$ cat config.mk
export PLATFORM = sky130hd
export DESIGN_NAME = gpiomc_top
export DESIGN_NICKNAME = d
export VERILOG_FILES = /design/src/pkg/gpiomc_pkg.sv /design/src/core/gpiomc_top.sv
export SDC_FILE = /design/constraint.sdc
export NUM_CORES = 1
export LEC_CHECK = 0
export ABC_AREA = 1
export BUFFER_PORTS_ARGS = -buffer_cell sky130_fd_sc_hd__buf_2
export CAP_MARGIN = 15
export CORE_MARGIN = 5
export CORE_UTILIZATION = 25
export CTS_CLUSTER_DIAMETER = 50
export CTS_CLUSTER_SIZE = 14
export DETAILED_ROUTE_END_ITERATION = 16
export HOLD_SLACK_MARGIN = 0.03
export PLACE_DENSITY = 0.55
export SETUP_SLACK_MARGIN = 0.4
export SKIP_LAST_GASP = 1
export SLEW_MARGIN = 25
export SYNTH_ARGS = -nofsm -noshare
export SYNTH_HDL_FRONTEND = slang
export SYNTH_SLANG_ARGS = --single-unit
$ cat constraint.sdc
create_clock -name sys_clk -period 10.7 [get_ports sys_clk]
set_clock_uncertainty 0.2 [all_clocks]
set_input_delay 2.14 -clock sys_clk [delete_from_list [all_inputs] [get_ports sys_clk]]
set_output_delay 2.14 -clock sys_clk [all_outputs]
set_load 0.02 [all_outputs]
$ cat src/pkg/gpiomc_pkg.sv
// constants for the gpio ports and misc control block
package gpiomc_pkg;
  localparam int unsigned ADDR_W           = 4;
  localparam logic [3:0]  OFS_PORT_A_DATA  = 4'h0;
  localparam logic [3:0]  OFS_PORT_A_DIR   = 4'h1;
  localparam logic [3:0]  OFS_PORT_B_DATA  = 4'h2;
  localparam logic [3:0]  OFS_PORT_B_DIR   = 4'h3;
  localparam logic [3:0]  OFS_PORT_C_DATA  = 4'h4;
  localparam logic [3:0]  OFS_PORT_C_DIR   = 4'h5;
  localparam logic [3:0]  OFS_MISC         = 4'h9;
  localparam logic [7:0]  RST_PORT_AB      = 8'h00;
  localparam logic [2:0]  RST_PORT_C_LOW   = 3'h0;
  localparam int unsigned PORT_C_PINS      = 3;
  localparam logic [4:0]  PORT_C_UNUSED    = 5'h1F;
  localparam logic [3:0]  MISC_RSVD        = 4'hF;
  localparam logic [7:0]  RST_MISC         = 8'hF0;
  localparam int unsigned MISC_LVD_BIT     = 3;
  localparam int unsigned MISC_OSC_BIT     = 2;
  localparam int unsigned MISC_USB_TX_INDICATOR_ENABLE_BIT   = 1;
  localparam int unsigned MISC_CLKOUT_BIT  = 0;
  localparam int unsigned EXT_INT_LINES    = 4;
  localparam int unsigned EXT_INT_FIRST_PB = 4;
endpackage : gpiomc_pkg
$ cat src/core/gpiomc_top.sv
// gpio ports a, b, c with misc control register and pin muxing
//
// Overview of operation
// RL1: direction bit set makes pin output
// RL2: data read gives latch or pin
// RL3: data writes always update output latch
// RL4: ports a and b reset to zero
// RL5: port c upper bits fixed, read ones
// RL6: a1, a2 open drain, i2c when enabled
// RL7: channel select routes port b pin
// RL8: port b 4-7 feed enabled ext interrupts
// RL9: misc resets F0h, upper nibble reads ones
// RL10: detector disable bit set-only until reset
// RL11: oscillator divider bit set-only until reset
// RL12: usb indicator drives port c line 2
// RL13: clock out enable routes clock to a0
// RL14: alternate functions override normal programming
// RL15: reserved bits ignore writes, read fixed
`timescale 1ns/1ps
module gpiomc_top
  import gpiomc_pkg::*;
(
  input  wire logic                        sys_clk,
  input  wire logic                        rst,
  input  wire logic [gpiomc_pkg::ADDR_W-1:0] addr,
  input  wire logic [7:0]                  wdata,
  input  wire logic                        wr_stb,
  input  wire logic                        rd_stb,
  output logic      [7:0]                  rdata,
  input  wire logic [7:0]                  port_a_in,
  output logic      [7:0]                  port_a_out,
  output logic      [7:0]                  port_a_oe_n,
  input  wire logic [7:0]                  port_b_in,
  output logic      [7:0]                  port_b_out,
  output logic      [7:0]                  port_b_oe_n,
  input  wire logic [2:0]                  port_c_in,
  output logic      [2:0]                  port_c_out,
  output logic      [2:0]                  port_c_oe_n,
  input  wire logic                        cpu_clk_tick,
  input  wire logic                        i2c_enable,
  input  wire logic                        i2c_sda_out,
  input  wire logic                        i2c_scl_out,
  output logic                             i2c_sda_in,
  output logic                             i2c_scl_in,
  input  wire logic [2:0]                  analog_channel_select,
  output logic      [7:0]                  analog_pin_select,
  input  wire logic [3:0]                  ext_int_edge_reg,
  output logic      [3:0]                  ext_int_in,
  input  wire logic                        sci_enable,
  input  wire logic                        sci_tx_out,
  output logic                             sci_rx_in,
  input  wire logic                        usb_tx_active,
  output logic                             low_voltage_detect_off,
  output logic                             osc_12mhz_select
);
  import gpiomc_pkg::*;

  logic [7:0] pa_data_reg;
  logic [7:0] pa_dir_reg;
  logic [7:0] pb_data_reg;
  logic [7:0] pb_dir_reg;
  logic [2:0] pc_data_reg;
  logic [2:0] pc_dir_reg;
  logic       lvd_off_reg;
  logic       osc_sel_reg;
  logic       usb_ind_en_reg;
  logic       clk_out_en_reg;
  logic       clk_out_reg;
  logic [7:0] rdata_next;

  // per bit: output latch when driven, live pin otherwise
  function automatic logic [7:0] port_view(input logic [7:0] dir, input logic [7:0] lat,
                                           input logic [7:0] pin);
    port_view = (dir & lat) | (~dir & pin);
  endfunction : port_view

  // RL3 latch always written
  // RL4 ports a and b clear
  always_ff @(posedge sys_clk or posedge rst) begin
    if (rst) begin
      pa_data_reg <= RST_PORT_AB;
      pb_data_reg <= RST_PORT_AB;
      pc_data_reg <= RST_PORT_C_LOW;
    end else if (wr_stb) begin
      if (addr == OFS_PORT_A_DATA) begin
        pa_data_reg <= wdata;
      end else if (addr == OFS_PORT_B_DATA) begin
        pb_data_reg <= wdata;
      end else if (addr == OFS_PORT_C_DATA) begin
        // RL5 upper bits dropped
        pc_data_reg <= wdata[PORT_C_PINS-1:0];
      end
    end
  end

  // RL1 software-only direction
  always_ff @(posedge sys_clk or posedge rst) begin
    if (rst) begin
      pa_dir_reg <= RST_PORT_AB;
      pb_dir_reg <= RST_PORT_AB;
      pc_dir_reg <= RST_PORT_C_LOW;
    end else if (wr_stb) begin
      if (addr == OFS_PORT_A_DIR) begin
        pa_dir_reg <= wdata;
      end else if (addr == OFS_PORT_B_DIR) begin
        pb_dir_reg <= wdata;
      end else if (addr == OFS_PORT_C_DIR) begin
        pc_dir_reg <= wdata[PORT_C_PINS-1:0];
      end
    end
  end

  // RL9 misc reset F0h
  always_ff @(posedge sys_clk or posedge rst) begin
    if (rst) begin
      lvd_off_reg    <= RST_MISC[MISC_LVD_BIT];
      osc_sel_reg    <= RST_MISC[MISC_OSC_BIT];
      usb_ind_en_reg <= RST_MISC[MISC_USB_TX_INDICATOR_ENABLE_BIT];
      clk_out_en_reg <= RST_MISC[MISC_CLKOUT_BIT];
    end else if (wr_stb && addr == OFS_MISC) begin
      // RL10 set only
      lvd_off_reg    <= lvd_off_reg | wdata[MISC_LVD_BIT];
      // RL11 set only
      osc_sel_reg    <= osc_sel_reg | wdata[MISC_OSC_BIT];
      usb_ind_en_reg <= wdata[MISC_USB_TX_INDICATOR_ENABLE_BIT];
      clk_out_en_reg <= wdata[MISC_CLKOUT_BIT];
    end
  end

  // RL2 latch or pin view
  // RL15 fixed reserved bits
  always_comb begin
    rdata_next = 8'h00;
    if (addr == OFS_PORT_A_DATA) begin
      rdata_next = port_view(pa_dir_reg, pa_data_reg, port_a_in);
    end else if (addr == OFS_PORT_A_DIR) begin
      rdata_next = pa_dir_reg;
    end else if (addr == OFS_PORT_B_DATA) begin
      rdata_next = port_view(pb_dir_reg, pb_data_reg, port_b_in);
    end else if (addr == OFS_PORT_B_DIR) begin
      rdata_next = pb_dir_reg;
    end else if (addr == OFS_PORT_C_DATA) begin
      rdata_next = port_view({PORT_C_UNUSED, pc_dir_reg}, {PORT_C_UNUSED, pc_data_reg},
                             {PORT_C_UNUSED, port_c_in});
    end else if (addr == OFS_PORT_C_DIR) begin
      rdata_next = {PORT_C_UNUSED, pc_dir_reg};
    end else if (addr == OFS_MISC) begin
      rdata_next = {MISC_RSVD, lvd_off_reg, osc_sel_reg, usb_ind_en_reg, clk_out_en_reg};
    end
  end

  // data valid only in the cycle after the strobe
  always_ff @(posedge sys_clk or posedge rst) begin
    if (rst) begin
      rdata <= 8'h00;
    end else if (rd_stb) begin
      rdata <= rdata_next;
    end else begin
      rdata <= 8'h00;
    end
  end

  // cpu clock stands in as a toggle on each tick, one cycle late
  always_ff @(posedge sys_clk or posedge rst) begin
    if (rst) begin
      clk_out_reg <= 1'b0;
    end else if (cpu_clk_tick) begin
      clk_out_reg <= ~clk_out_reg;
    end
  end

  // pin drivers; oe_n low drives the pin
  always_ff @(posedge sys_clk or posedge rst) begin
    if (rst) begin
      port_a_out  <= 8'h00;
      port_a_oe_n <= 8'hFF;
      port_b_out  <= 8'h00;
      port_b_oe_n <= 8'hFF;
      port_c_out  <= 3'h0;
      port_c_oe_n <= 3'h7;
    end else begin
      port_a_out  <= pa_data_reg;
      port_a_oe_n <= ~pa_dir_reg;
      port_b_out  <= pb_data_reg;
      port_b_oe_n <= ~pb_dir_reg;
      port_c_out  <= pc_data_reg;
      port_c_oe_n <= ~pc_dir_reg;
      // RL13 clock out on a0
      if (clk_out_en_reg) begin
        port_a_out[0]  <= clk_out_reg;
        port_a_oe_n[0] <= 1'b0;
      end
      // RL6 open drain: only ever drive low
      port_a_out[2:1] <= 2'b00;
      port_a_oe_n[1]  <= ~(pa_dir_reg[1] & ~pa_data_reg[1]);
      port_a_oe_n[2]  <= ~(pa_dir_reg[2] & ~pa_data_reg[2]);
      // RL14 i2c overrides latch
      if (i2c_enable) begin
        port_a_oe_n[1] <= i2c_sda_out;
        port_a_oe_n[2] <= i2c_scl_out;
      end
      // RL14 sci transmit on c1
      if (sci_enable) begin
        port_c_out[1]  <= sci_tx_out;
        port_c_oe_n[1] <= 1'b0;
      end
      // RL12 usb indicator on c2
      if (usb_ind_en_reg) begin
        port_c_out[2]  <= usb_tx_active;
        port_c_oe_n[2] <= 1'b0;
      end
    end
  end

  // peripheral-side inputs, registered to keep outputs on flops
  always_ff @(posedge sys_clk or posedge rst) begin
    if (rst) begin
      i2c_sda_in        <= 1'b1;
      i2c_scl_in        <= 1'b1;
      sci_rx_in         <= 1'b1;
      analog_pin_select <= 8'h00;
      ext_int_in        <= 4'h0;
    end else begin
      i2c_sda_in <= port_a_in[1];
      i2c_scl_in <= port_a_in[2];
      sci_rx_in  <= port_c_in[0];
      // RL7 one-hot channel
      analog_pin_select <= 8'h01 << analog_channel_select;
      // RL8 enabled input lines only; outputs mask interrupts
      ext_int_in <= ext_int_edge_reg &
                    ~pb_dir_reg[EXT_INT_FIRST_PB +: EXT_INT_LINES] &
                    port_b_in[EXT_INT_FIRST_PB +: EXT_INT_LINES];
    end
  end

  always_ff @(posedge sys_clk or posedge rst) begin
    if (rst) begin
      low_voltage_detect_off <= 1'b0;
      osc_12mhz_select       <= 1'b0;
    end else begin
      low_voltage_detect_off <= lvd_off_reg;
      osc_12mhz_select       <= osc_sel_reg;
    end
  end

  // RL10 sticky detector disable
  lvd_sticky_a: assert property (@(posedge sys_clk) disable iff (rst) // RL10
    $past(lvd_off_reg) |-> lvd_off_reg)
    else $error("detector disable bit cleared without reset");

  // RL11 sticky oscillator select
  osc_sticky_a: assert property (@(posedge sys_clk) disable iff (rst) // RL11
    osc_sel_reg |=> osc_sel_reg)
    else $error("oscillator select cleared without reset");

  // RL3 latch follows write
  latch_write_a: assert property (@(posedge sys_clk) disable iff (rst) // RL3
    (wr_stb && addr == OFS_PORT_B_DATA) |=> pb_data_reg == $past(wdata) ##1
    port_b_out == $past(pb_data_reg))
    else $error("port b latch not updated by write");

  // RL2 input read shows pin
  read_view_a: assert property (@(posedge sys_clk) disable iff (rst) // RL2
    (rd_stb && addr == OFS_PORT_A_DATA) |=>
    rdata == (($past(pa_dir_reg) & $past(pa_data_reg)) | (~$past(pa_dir_reg) & $past(port_a_in))))
    else $error("port a read shows wrong view");

  // RL9 misc upper nibble
  misc_rsvd_a: assert property (@(posedge sys_clk) disable iff (rst) // RL9
    (rd_stb && addr == OFS_MISC) |=> rdata[7:4] == 4'hF)
    else $error("misc reserved bits not ones");

  // RL15 port c upper bits
  pc_rsvd_a: assert property (@(posedge sys_clk) disable iff (rst) // RL15
    (rd_stb && (addr == OFS_PORT_C_DATA || addr == OFS_PORT_C_DIR)) |=> rdata[7:3] == 5'h1F)
    else $error("port c unused bits not ones");

  // RL1 direction drives oe
  dir_oe_a: assert property (@(posedge sys_clk) disable iff (rst) // RL1
    port_b_oe_n == ~$past(pb_dir_reg))
    else $error("port b enable does not follow direction");

  // RL12 usb indicator routed
  usb_route_a: assert property (@(posedge sys_clk) disable iff (rst) // RL12
    usb_ind_en_reg |=> port_c_oe_n[2] == 1'b0 && port_c_out[2] == $past(usb_tx_active))
    else $error("usb indicator not on c2");

  // RL6 never drives high
  open_drain_a: assert property (@(posedge sys_clk) disable iff (rst) // RL6
    port_a_out[2:1] == 2'b00)
    else $error("open drain pin driven high");

  // RL7 channel one-hot
  chan_sel_a: assert property (@(posedge sys_clk) disable iff (rst) // RL7
    !rst |=> analog_pin_select == (8'h01 << $past(analog_channel_select)))
    else $error("analog pin select wrong");
endmodule : gpiomc_top

; ---- Word level (Yosys, flattened, before mapping)
; Cells that the tools add are included.
[word_totals]
register_bits = 104
out_inout_bits = 63
word_cells = 84
inputBits = 49
[classes]
reduce_logical = 8
eq_ne = 6
mux = 15
bitwise = 29
shifts = 1
[ops]
columns = cell, count
row1 = $mux W8, 8
row2 = $and A8 B8 Y8, 6
row3 = $not A8 Y8, 3
row4 = $or A8 B8 Y8, 3
row5 = $not A1 Y1, 9
row6 = $and A4 B4 Y4, 2
row7 = $eq A4 B2 Y1 const B, 2
row8 = $eq A4 B3 Y1 const B, 2
row9 = $reduce_and A4 Y1, 2
row10 = $shl A1 B3 Y8 const A, 1
row11 = $mux W1, 6
row12 = $reduce_and A3 Y1, 2
row13 = $eq A4 B1 Y1 const B, 1
row14 = $eq A4 B4 Y1 const B, 1
row15 = $logic_not A4 Y1, 1
row16 = $not A4 Y4, 1
row17 = $reduce_and A2 Y1, 2
row18 = $not A3 Y3, 1
row19 = $and A1 B1 Y1, 2
row20 = $mux W2, 1
row21 = $or A1 B1 Y1, 2
row22 = $logic_and A1 B1 Y1, 1

; ---- Logic depth before layout (Yosys ltp)
; Gate-level depths: netlist of run 1.
[logic_depth]
ltp_word = 9
mapped_depth = 9
ltp_nobuf = 9

; ---- Least setup slack after synthesis of run 1
; No wires, ideal clock.
[synth_path]
path_type = input to register
startpoint = input addr[2] (netlist bit)
endpoint = register pb_data_reg[1]
required_time_ns = 10.379
path_slack_ns = 7.399
cell_stages = 7
arrival_ns = 2.980
path_buffers = 1
setup_ns = 0.121
cell_sequence = inv_1 -> nand2_1 -> nor3_4 -> nand2_4 -> buf_6 -> nand2_2 -> o21ai_2
[synth_between]
elab_chain_cells = 3
word_cells_on_any_way = 4
classes_between = 1 x eq/ne / 1 x bitwise / 2 x reduce/logical
[synth_lines]
columns = item, line
row1 = start: declaration, gpiomc_top.sv:25  ; input wire logic [gpiomc_pkg::ADDR_W-1:0] addr,
row2 = $logic_not A4 Y1, gpiomc_top.sv:85  ; if (addr == OFS_PORT_A_DATA) begin
row3 = $not A1 Y1 (no line), --
row4 = $reduce_and A3 Y1 (no line) *, --
row5 = end signal: assignment, gpiomc_top.sv:88  ; pb_data_reg <= wdata;
row6 = end: declaration, gpiomc_top.sv:60  ; logic [7:0] pb_data_reg;
; Mark *: on every way between the ends. The rest lies on a longest branch, timed or not.
; A chain may end at the register's enable or synchronous reset.

; ---- Worst setup path after layout of run 1
[layout_path]
startpoint = input addr[2] (netlist bit)
endpoint = register rdata[3]
[layout_between]
elab_chain_cells = 9
word_cells_on_any_way = 15
classes_between = 6 x eq/ne / 8 x mux / 1 x reduce/logical
[layout_lines]
columns = item, line
row1 = $eq A4 B4 Y1, gpiomc_top.sv:147  ; end else if (addr == OFS_MISC) begin
row2 = $mux W8, gpiomc_top.sv:147
row3 = $mux W8, gpiomc_top.sv:145  ; end else if (addr == OFS_PORT_C_DIR) begin
row4 = $mux W8, gpiomc_top.sv:142  ; end else if (addr == OFS_PORT_C_DATA) begin
row5 = $mux W8, gpiomc_top.sv:140  ; end else if (addr == OFS_PORT_B_DIR) begin
row6 = $mux W8, gpiomc_top.sv:138  ; end else if (addr == OFS_PORT_B_DATA) begin
row7 = $mux W8, gpiomc_top.sv:136  ; end else if (addr == OFS_PORT_A_DIR) begin
row8 = $mux W8 *, gpiomc_top.sv:134  ; if (addr == OFS_PORT_A_DATA) begin
row9 = $mux W8 *, gpiomc_top.sv:156  ; end else if (rd_stb) begin
row10 = end signal: assignment, gpiomc_top.sv:157  ; rdata <= rdata_next;
row11 = end: declaration, gpiomc_top.sv:29  ; output logic [7:0] rdata,
; Marks and branches as above.

==> flow_summary.ini, run 1 <==
[status]
status = finished, final reports clean

[synth]
synth_top_family_by_area = simple AND/OR/NAND/NOR gates
seq_area_frac_synth_pct = 64.7
synth-simple-area-share_pct = 18.5
netlist_area_mm2 = 0.00406
synth_seq_cells = 104
synth.distinct_cells = 29
yosys.area_share.xor_xnor_pct = 0.216
yosys.area.top_type = dfrtp_1
synth_ff_type = dfrtp_1
synth_cells = 410
muxShareOfSynthArea_pct = 0.277
syn_avg_cell_area_um2 = 9.91
synth_common_cells = 93 x nand2_1, 82 x dfrtp_1, 47 x inv_1
yosys.area.top_type_share_pct = 50.5
yosys-top-cells-area = dfrtp_1 51%, dfstp_2 14%, nand2_1 8.6%
synthArstFlopShare_pct = 100
synth_edf_count = 0
yosys_warnings = 0
synthAdderAreaFrac_pct = 0
yosysMostFrequentCell = nand2_1
synth-compound-area-share_pct = 10.2

[clocking]
htree_levels = 3
cts_hold_buf = 0
cts_made_buffers = 9
cts_resized = 0
cts.reportedPaths.clkPinSlew_ns = 0.07
clock_latency_ns = 0.34
cts_setup_buffers = 0
cts_tree = built
clock_path_buffers = 2
cts-root-buf = clkbuf_16
cts_sinks = 104

[detailed_routing]
drtIter0Drc = 173
wl_met3_um = 970
route.top_layer_used = met5
via_per_inst = 4.20
routed_wl_um = 10700
drc = 0
dr_wl_met2_um = 4990
antenna_left = 0
vias = 3138
wire_per_inst_um = 14.3
wl_met1_um = 4570
firstDrtPassIters = 5

[final_layout]
seqCellArea_mm2 = 0.00263
drive_gt1_share_pct = 33.4
nets = 574
multi_input_area_mm2 = 0.00119
areaGrowthSynthToFinish_pct = 27.1
fillers = 1713

[placed_design]
io_buffers = 109
hpwlAfterDp_um = 8120
place_congestion = 0.857

[critical_path]
cp_max_fo = 6
crit_path_end_kind = flip-flop
startpoint_type = primary input
cp_data_arrival_time_ns = 3.43
crit_required_ns = 10.74
critPathMaxStageDelay_ns = 0.44
slowest_stage = nor2_1
crit_chain = buf_2, inv_1, nand2_1, nor2_1, o21ai_0, nand3_1, nand3_1, nand2_1, inv_1
crit_type = in2reg

[floorplan]
start_util_pct = 25.6
die_h_um = 137
fp.coreArea_mm2 = 0.0159
num_rows = 46
dieArea_mm2 = 0.0189
ioPinCount = 112
die_w_um = 137

[sta]
maxSlewViolCount = 0
hold_viol_final = 0
period_minus_slack_ns = 3.39
timing.fmax_mhz = 295
tns_ns = 0
setup_viol = 0
maxSlewHeadroom_pct = 55.0
rsz0062_at_grt = false
min_period_over_period_pct = 31.7
worst_slew_pin_slew_ns = 0.675

[grt]
grt_max_degree = 78
antenna_found_initial = 2
grt.overflow.total = 0
grt_pass1_wl_um = 16600
grt_pass1_vias = 3153
grtUsageTotal_pct = 11.7

[power]
vdd_drop_max_v = 0.000104
powerDensity_mw_per_mm2 = 201
p_leak_nw = 2.64
totalPowerFinal_mw = 1.04

[hold_path]
hp-class = reg2reg

[run]
maxCapViolCount = 0
cells by family (layout without fill, tap and decap cells):
group,count (synthesis),count (layout)
mux,1,1
simple gates,172,172
compound gates,73,73
buf+inv,58,177
xor+xnor,1,1
other cells,1,3
flops,104,104
metal layers:
layer | track usage (%) | vias to the layer above
met4 | 2.83 | 4
met5 | 0 | -
met3 | 4.93 | 11
met1 | 14.7 | 1487
li1 | - | 1533
met2 | 18.8 | 103
worst max-delay path: cells and delay by family:
family          cells  cell delay (ns)
simple gates        5             0.84
compound gates      1             0.18
buf+inv             3             0.25
cell type report:
cell class                 instances  area share (%)
clock inverter                     3           0.897
clock buffer                      13            5.24
multi-input combinational        249            23.1
timing repair buffer             110            10.8
sequential                       104            50.9
inverter                          51            3.76
tap                              216            5.24
antenna                            1          0.0485
through the flow:
stage | cell area (µm²) | setup WS [ns] | hold slack [ns] | util (%) | std cells
6_report | 5160 | 7.31 | 0.180 | 32.5 | 747
5_1_grt | 5160 | 7.17 | 0.206 | 32.5 | 746
4_1_cts | 5160 | 7.28 | 0.179 | 32.5 | 746
3_5_place_dp | 4840 | 6.91 | 0.163 | 30.5 | 730
3_3_place_gp | 4840 | 6.93 | 0.162 | 30.5 | 730
2_1_floorplan | 4070 | 5.66 | 0.154 | - | 411
cell usage in the layout, fill, tap and decap left out, drive strengths merged:
cell type  count
buf          110
nand2        100
dfrtp         82
inv           52
o21ai         51
nor2          37
dfstp         22
nand3         21
a21oi         13
clkbuf        13
nor3           9
or2            4
o211ai         4
a31oi          4
conb           2
diode          1
nand4          1
mux2           1
xor2           1
o21bai         1
clkinvlp       1
bufinv         1
report_power, final:
part	switching (mW)	total (mW)	internal, mW
Combinational	0.122	0.186	0.0634
Sequential	0.0416	0.512	0.470
Clock	0.139	0.340	0.201
path summary, 6_finish.rpt:
kind                                from                      to  slack, ns  cells past startpoint
hold reg to reg              lvd_off_reg  low_voltage_detect_off       0.18                      0
hold / removal               lvd_off_reg  low_voltage_detect_off       0.18                      0
setup reg to reg           pc_dir_reg[1]                rdata[1]       9.23                      6
max in group asynchronous            rst           port_a_out[6]       7.75                      3
min in group asynchronous            rst    analog_pin_select[2]       1.56                      2
setup / recovery                 addr[2]                rdata[3]       7.31                      9
Power figures use the tool's default switching activity.
==> inputs of run 2 (changes only) <==
- clock period: 10.7 -> 3.2 ns (I/O delays scaled with it)
==> run 2 against run 1 <==
Core utilization barely moved. Sequential power rose to 3.3 times the previous value. Flip-flop and latch count stayed put. Critical path type unchanged.
==> flow_summary.ini, run 2 (synthesis gave the netlist of run 1 again) <==
[critical_path]
critPathBufInv = 3
crit_chain = buf_2, inv_1, nand2_1, nor2_1, o21ai_0, nand3_1, nand3_1, nand2_1, inv_1
cp_data_arrival_time_ns = 1.98
crit_required_ns = 3.24
crit_type = in2reg
critPathTopFamily = simple AND/OR/NAND/NOR gates
slowest_stage = nor2_1
critPathMaxStageDelay_ns = 0.47
crit_path_end_kind = flip-flop
startpoint_type = primary input
cp_max_fo = 6

[sta]
maxSlewViolCount = 0
min_period_over_period_pct = 60.5
hold_viol_final = 0
worst_slew_pin_slew_ns = 0.552
maxSlewHeadroom_pct = 63.0
timing.fmax_mhz = 517
rsz0062_at_grt = false
setup_viol = 0
tns_ns = 0
period_minus_slack_ns = 1.93

[clocking]
clock_latency_ns = 0.35
htree_levels = 3
clock_path_buffers = 2
cts_setup_buffers = 0
cts-root-buf = clkbuf_16
cts_made_buffers = 9
cts_tree = built
cts.reportedPaths.clkPinSlew_ns = 0.07
cts_sinks = 104
cts_hold_buf = 0
cts_resized = 0

[final_layout]
areaGrowthSynthToFinish_pct = 27.2
drive_gt1_share_pct = 33.6
final_cell_mix = 109 x buf_2, 93 x nand2_1, 82 x dfrtp_1
layout_commonest_cell = buf_2
nets = 576

[detailed_routing]
drtIter0Drc = 206
firstDrtPassIters = 4
drc = 0
wire_per_inst_um = 14.8
antenna_left = 0
via_per_inst = 4.22
routed_wl_um = 11100
vias = 3161

[power]
internal_power_mw = 2.40
switching_power_mw = 1.05
power_frac_comb_pct = 18.3
power_frac_seq_pct = 49.7
powerDensity_mw_per_mm2 = 668
p_sw_share_pct = 30.5
totalPowerFinal_mw = 3.45
vdd_drop_max_v = 0.000284
p_leak_nw = 2.65
p_clk_share_pct = 32.1

[grt]
antenna_found_initial = 1
grt.overflow.total = 0
grt_pass1_vias = 3291
grt_max_degree = 48
grt_pass1_wl_um = 17300
grtUsageTotal_pct = 12.2

[floorplan]
ioPinCount = 112
num_rows = 46
die_w_um = 137
dieArea_mm2 = 0.0189
fp.coreArea_mm2 = 0.0159
die_h_um = 137
start_util_pct = 25.6

[placed_design]
hpwlAfterDp_um = 8410
place_congestion = 0.874
io_buffers = 109

[status]
status = finished, final reports clean

[hold_path]
hp-class = in2async

[run]
maxCapViolCount = 0
-- run 2: changes by cell type in the layout (fill, tap and decap cells not counted), sizes merged --
cell and delta:
clkbuf -3, buf +2, inv +1, clkinv +2
-- run 2: metrics by stage --
| stage | util, % | setup slack (ns) | std cells | area, µm² | hold slack, ns |
|---|---|---|---|---|---|
| floorplan | - | 1.13 | 411 | 4070 | 0.154 |
| global placement | 30.6 | 0.911 | 732 | 4870 | 0.160 |
| detailed placement | 30.6 | 0.903 | 732 | 4870 | 0.166 |
| CTS | 32.5 | 1.28 | 748 | 5160 | 0.0896 |
| global route | 32.5 | 1.19 | 748 | 5160 | 0.112 |
| finish | 32.5 | 1.27 | 749 | 5170 | 0.0915 |
-- run 2: worst paths after layout --
check                               from                     end  slack (ns)  depth (start not counted)
setup / recovery                 addr[2]                rdata[3]        1.27                          9
hold / removal                       rst           port_b_out[3]        0.09                          2
setup reg to reg           pc_dir_reg[1]                rdata[1]        1.76                          6
hold reg to reg              lvd_off_reg  low_voltage_detect_off        0.19                          0
max in group asynchronous            rst          port_a_oe_n[1]        2.02                          3
min in group sys_clk         lvd_off_reg  low_voltage_detect_off        0.19                          0
-- run 2: routing by layer --
metal  vias to the layer above  track usage [%]  wire [µm]
met5                         -                0         13
met1                      1480             15.2       4830
met4                         2             4.49        190
met2                       121             19.0       5050
met3                        15             4.86        989
li1                       1543                -          -
-- run 2: power by group through the flow --
stage	Sequential [mW]	Clock (mW)	Combinational, mW
floorplan	1.85	0	0.254
global placement	1.74	0	0.631
detailed placement	1.74	0	0.640
CTS	1.72	1.14	0.643
global route	1.74	1.21	0.704
finish	1.71	1.11	0.630
-- run 2: cell type report --
class                      count  area [µm²]
fill                        1701       10700
sequential                   104        2630
multi-input combinational    249        1190
timing repair buffer         112         581
tap                          216         270
clock buffer                  10         229
inverter                      51         195
clock inverter                 6        66.3
antenna                        1        2.50
==> inputs of run 3 (changes only) <==
- ABC_AREA: 1 -> 0
- PLACE_DENSITY: 0.55 -> 0.57
- clock period: 3.2 -> 1.7 ns (I/O delays scaled with it)
==> run 3 against run 2 <==
Power is 110% higher. Wire length increased by 5.2%. Global-route usage rose by 0.67 points. Sequential share of layout area decreased by 8.0 points. Critical path type is now reg2out. Largest cell class unchanged.
==> flow_summary.ini, run 3 <==
[status]
status = finished, final reports clean

[critical_path]
crit_required_ns = 1.16
startpoint_type = flip-flop
cp_max_fo = 1
cp_data_arrival_time_ns = 0.99
crit_type = reg2out
crit_path_end_kind = output pin
slowest_stage = dfstp_2
critPathTopFamily = flip-flops
crit_chain = buf_6
critPathBufInv = 1
critPathMaxStageDelay_ns = 0.54

[placed_design]
io_buffers = 109
post-place-ws_ns = -0.148
hpwlAfterDp_um = 8410
placed_area_mm2 = 0.00513
place_congestion = 0.800

[synth]
yosys.area.top_type_share_pct = 50.3
synth.distinct_cells = 42
yosys.area_share.xor_xnor_pct = 0.215
yosys_warnings = 0
synth_ff_type = dfrtp_1
synthArstFlopShare_pct = 100
muxShareOfSynthArea_pct = 15.8
seq_area_frac_synth_pct = 64.5
synth_seq_cells = 104
synth_edf_count = 0
netlist_area_mm2 = 0.00408
synthAdderAreaFrac_pct = 0
yosysMostFrequentCell = dfrtp_1
synth_common_cells = 82 x dfrtp_1, 42 x mux2_2, 22 x dfstp_2
syn_avg_cell_area_um2 = 13.6
synth_cells = 299
yosys-top-cells-area = dfrtp_1 50%, dfstp_2 14%, mux2_2 12%
synth-compound-area-share_pct = 6.90
yosys.area.top_type = dfrtp_1
synth_top_family_by_area = multiplexers
synth-simple-area-share_pct = 9.33

[hold_path]
hp-class = in2reg

[detailed_routing]
antenna_left = 0
drc = 0
firstDrtPassIters = 4
wire_per_inst_um = 17.3
vias = 2941
routed_wl_um = 11700
via_per_inst = 4.36
drtIter0Drc = 94

[sta]
setup_viol = 0
setup_slack_ns = 0.167
timing.fmax_mhz = 652
period_minus_slack_ns = 1.53
maxSlewViolCount = 0
min_period_over_period_pct = 90.2
hold_viol_final = 0
rsz0062_at_grt = true

[final_layout]
areaGrowthSynthToFinish_pct = 50.5
final_cell_mix = 81 x dfrtp_1, 68 x buf_6, 44 x buf_2
fillers = 1545
final_cell_area_mm2 = 0.00614
layout_commonest_cell = dfrtp_1
final_util_pct = 38.5
drive_gt1_share_pct = 52.7
diodes = 0
nets = 504

[floorplan]
dieArea_mm2 = 0.0190
num_rows = 46
start_util_pct = 25.6
die_w_um = 138
ioPinCount = 112
die_h_um = 138
fp.coreArea_mm2 = 0.0159

[clocking]
cts.reportedPaths.clkPinSlew_ns = 0.06
htree_levels = 3
cts-root-buf = clkbuf_16
cts_sinks = 104
cts_tree = built
clock_latency_ns = 0.35
clock_path_buffers = 2
cts_made_buffers = 9

[grt]
grtUsageTotal_pct = 12.9
grt_pass1_wl_um = 17900
grt_pass1_vias = 3231
antenna_found_initial = 0
grt_max_degree = 50
grt.overflow.total = 0

[run]
maxCapViolCount = 0

[power]
p_leak_nw = 2.86
powerDensity_mw_per_mm2 = 1180
vdd_drop_max_v = 0.000637
[run 3: area by class of cell]
class,count,area [µm²],area share [%]
clock inverters,3,42.5,0.693
multi-input cells,167,1480,24.1
clock buffers,12,246,4.02
inverters,18,72.6,1.18
repair buffers,155,1390,22.7
well taps,216,270,4.40
flip-flops and latches,104,2630,42.9
[run 3: power breakdown]
| group | switching (mW) | internal [mW] |
|---|---|---|
| clock network | 0.867 | 1.17 |
| logic | 0.822 | 1.00 |
| registers | 0.353 | 3.04 |
[run 3: worst register-to-register path: stages, from the launching register on]
cell	delay, ns
dfrtp_1	0.41
mux2i_1	0.15
a2111oi_1	0.38
o311a_1	0.20
[run 3: through the flow]
stage          TNS, ns  instances  hold WS [ns]  power [mW]
5_1_grt              0        675        0.0318        7.64
4_1_cts              0        674        0.0303        7.36
6_report             0        675        0.0491        7.25
3_5_place_dp     -3.34        633         0.136        4.80
2_1_floorplan    -5.54        300         0.144        4.22
3_3_place_gp     -1.71        633         0.133        4.77
[run 3: what timing repair did]
item | CTS | global route
pin swaps | 17 | 4
buffers inserted | 10 | 0
endpoints found under the hold margin | 25 | 0
resized for setup | 142 | 10
gates cloned | 0 | 1
hold buffers | 16 | 0
endpoints found under the setup margin | 109 | 99
[run 3: worst paths after layout]
check | depth (start not counted) | slack, ns | end | startpoint
worst max-delay path | 1 | 0.17 | port_a_oe_n[5] | port_a_oe_n[5]
worst min-delay path | 2 | 0.05 | ext_int_in[1] | ext_int_edge_reg[1]
worst max register to register | 3 | 0.30 | rdata[7] | pb_dir_reg[7]
worst min register to register | 0 | 0.21 | port_a_out[3] | pa_data_reg[3]
max in group asynchronous | 3 | 0.59 | pa_dir_reg[5] | rst
min in group asynchronous | 4 | 0.29 | port_b_out[6] | rst
[run 3: cells by family after synthesis]
logic type,count (synthesis)
other cells,1
xor+xnor,1
simple gates,62
mux,59
flops,104
buf+inv,29
compound gates,43
[run 3: per-layer routing]
metal	vias to the layer above	global-route usage [%]	share of wire (%)
li1	1358	-	-
met1	1471	16.4	43
met2	100	20.3	48
met3	12	4.42	7.7
met4	0	4.45	1.4
met5	-	0	0
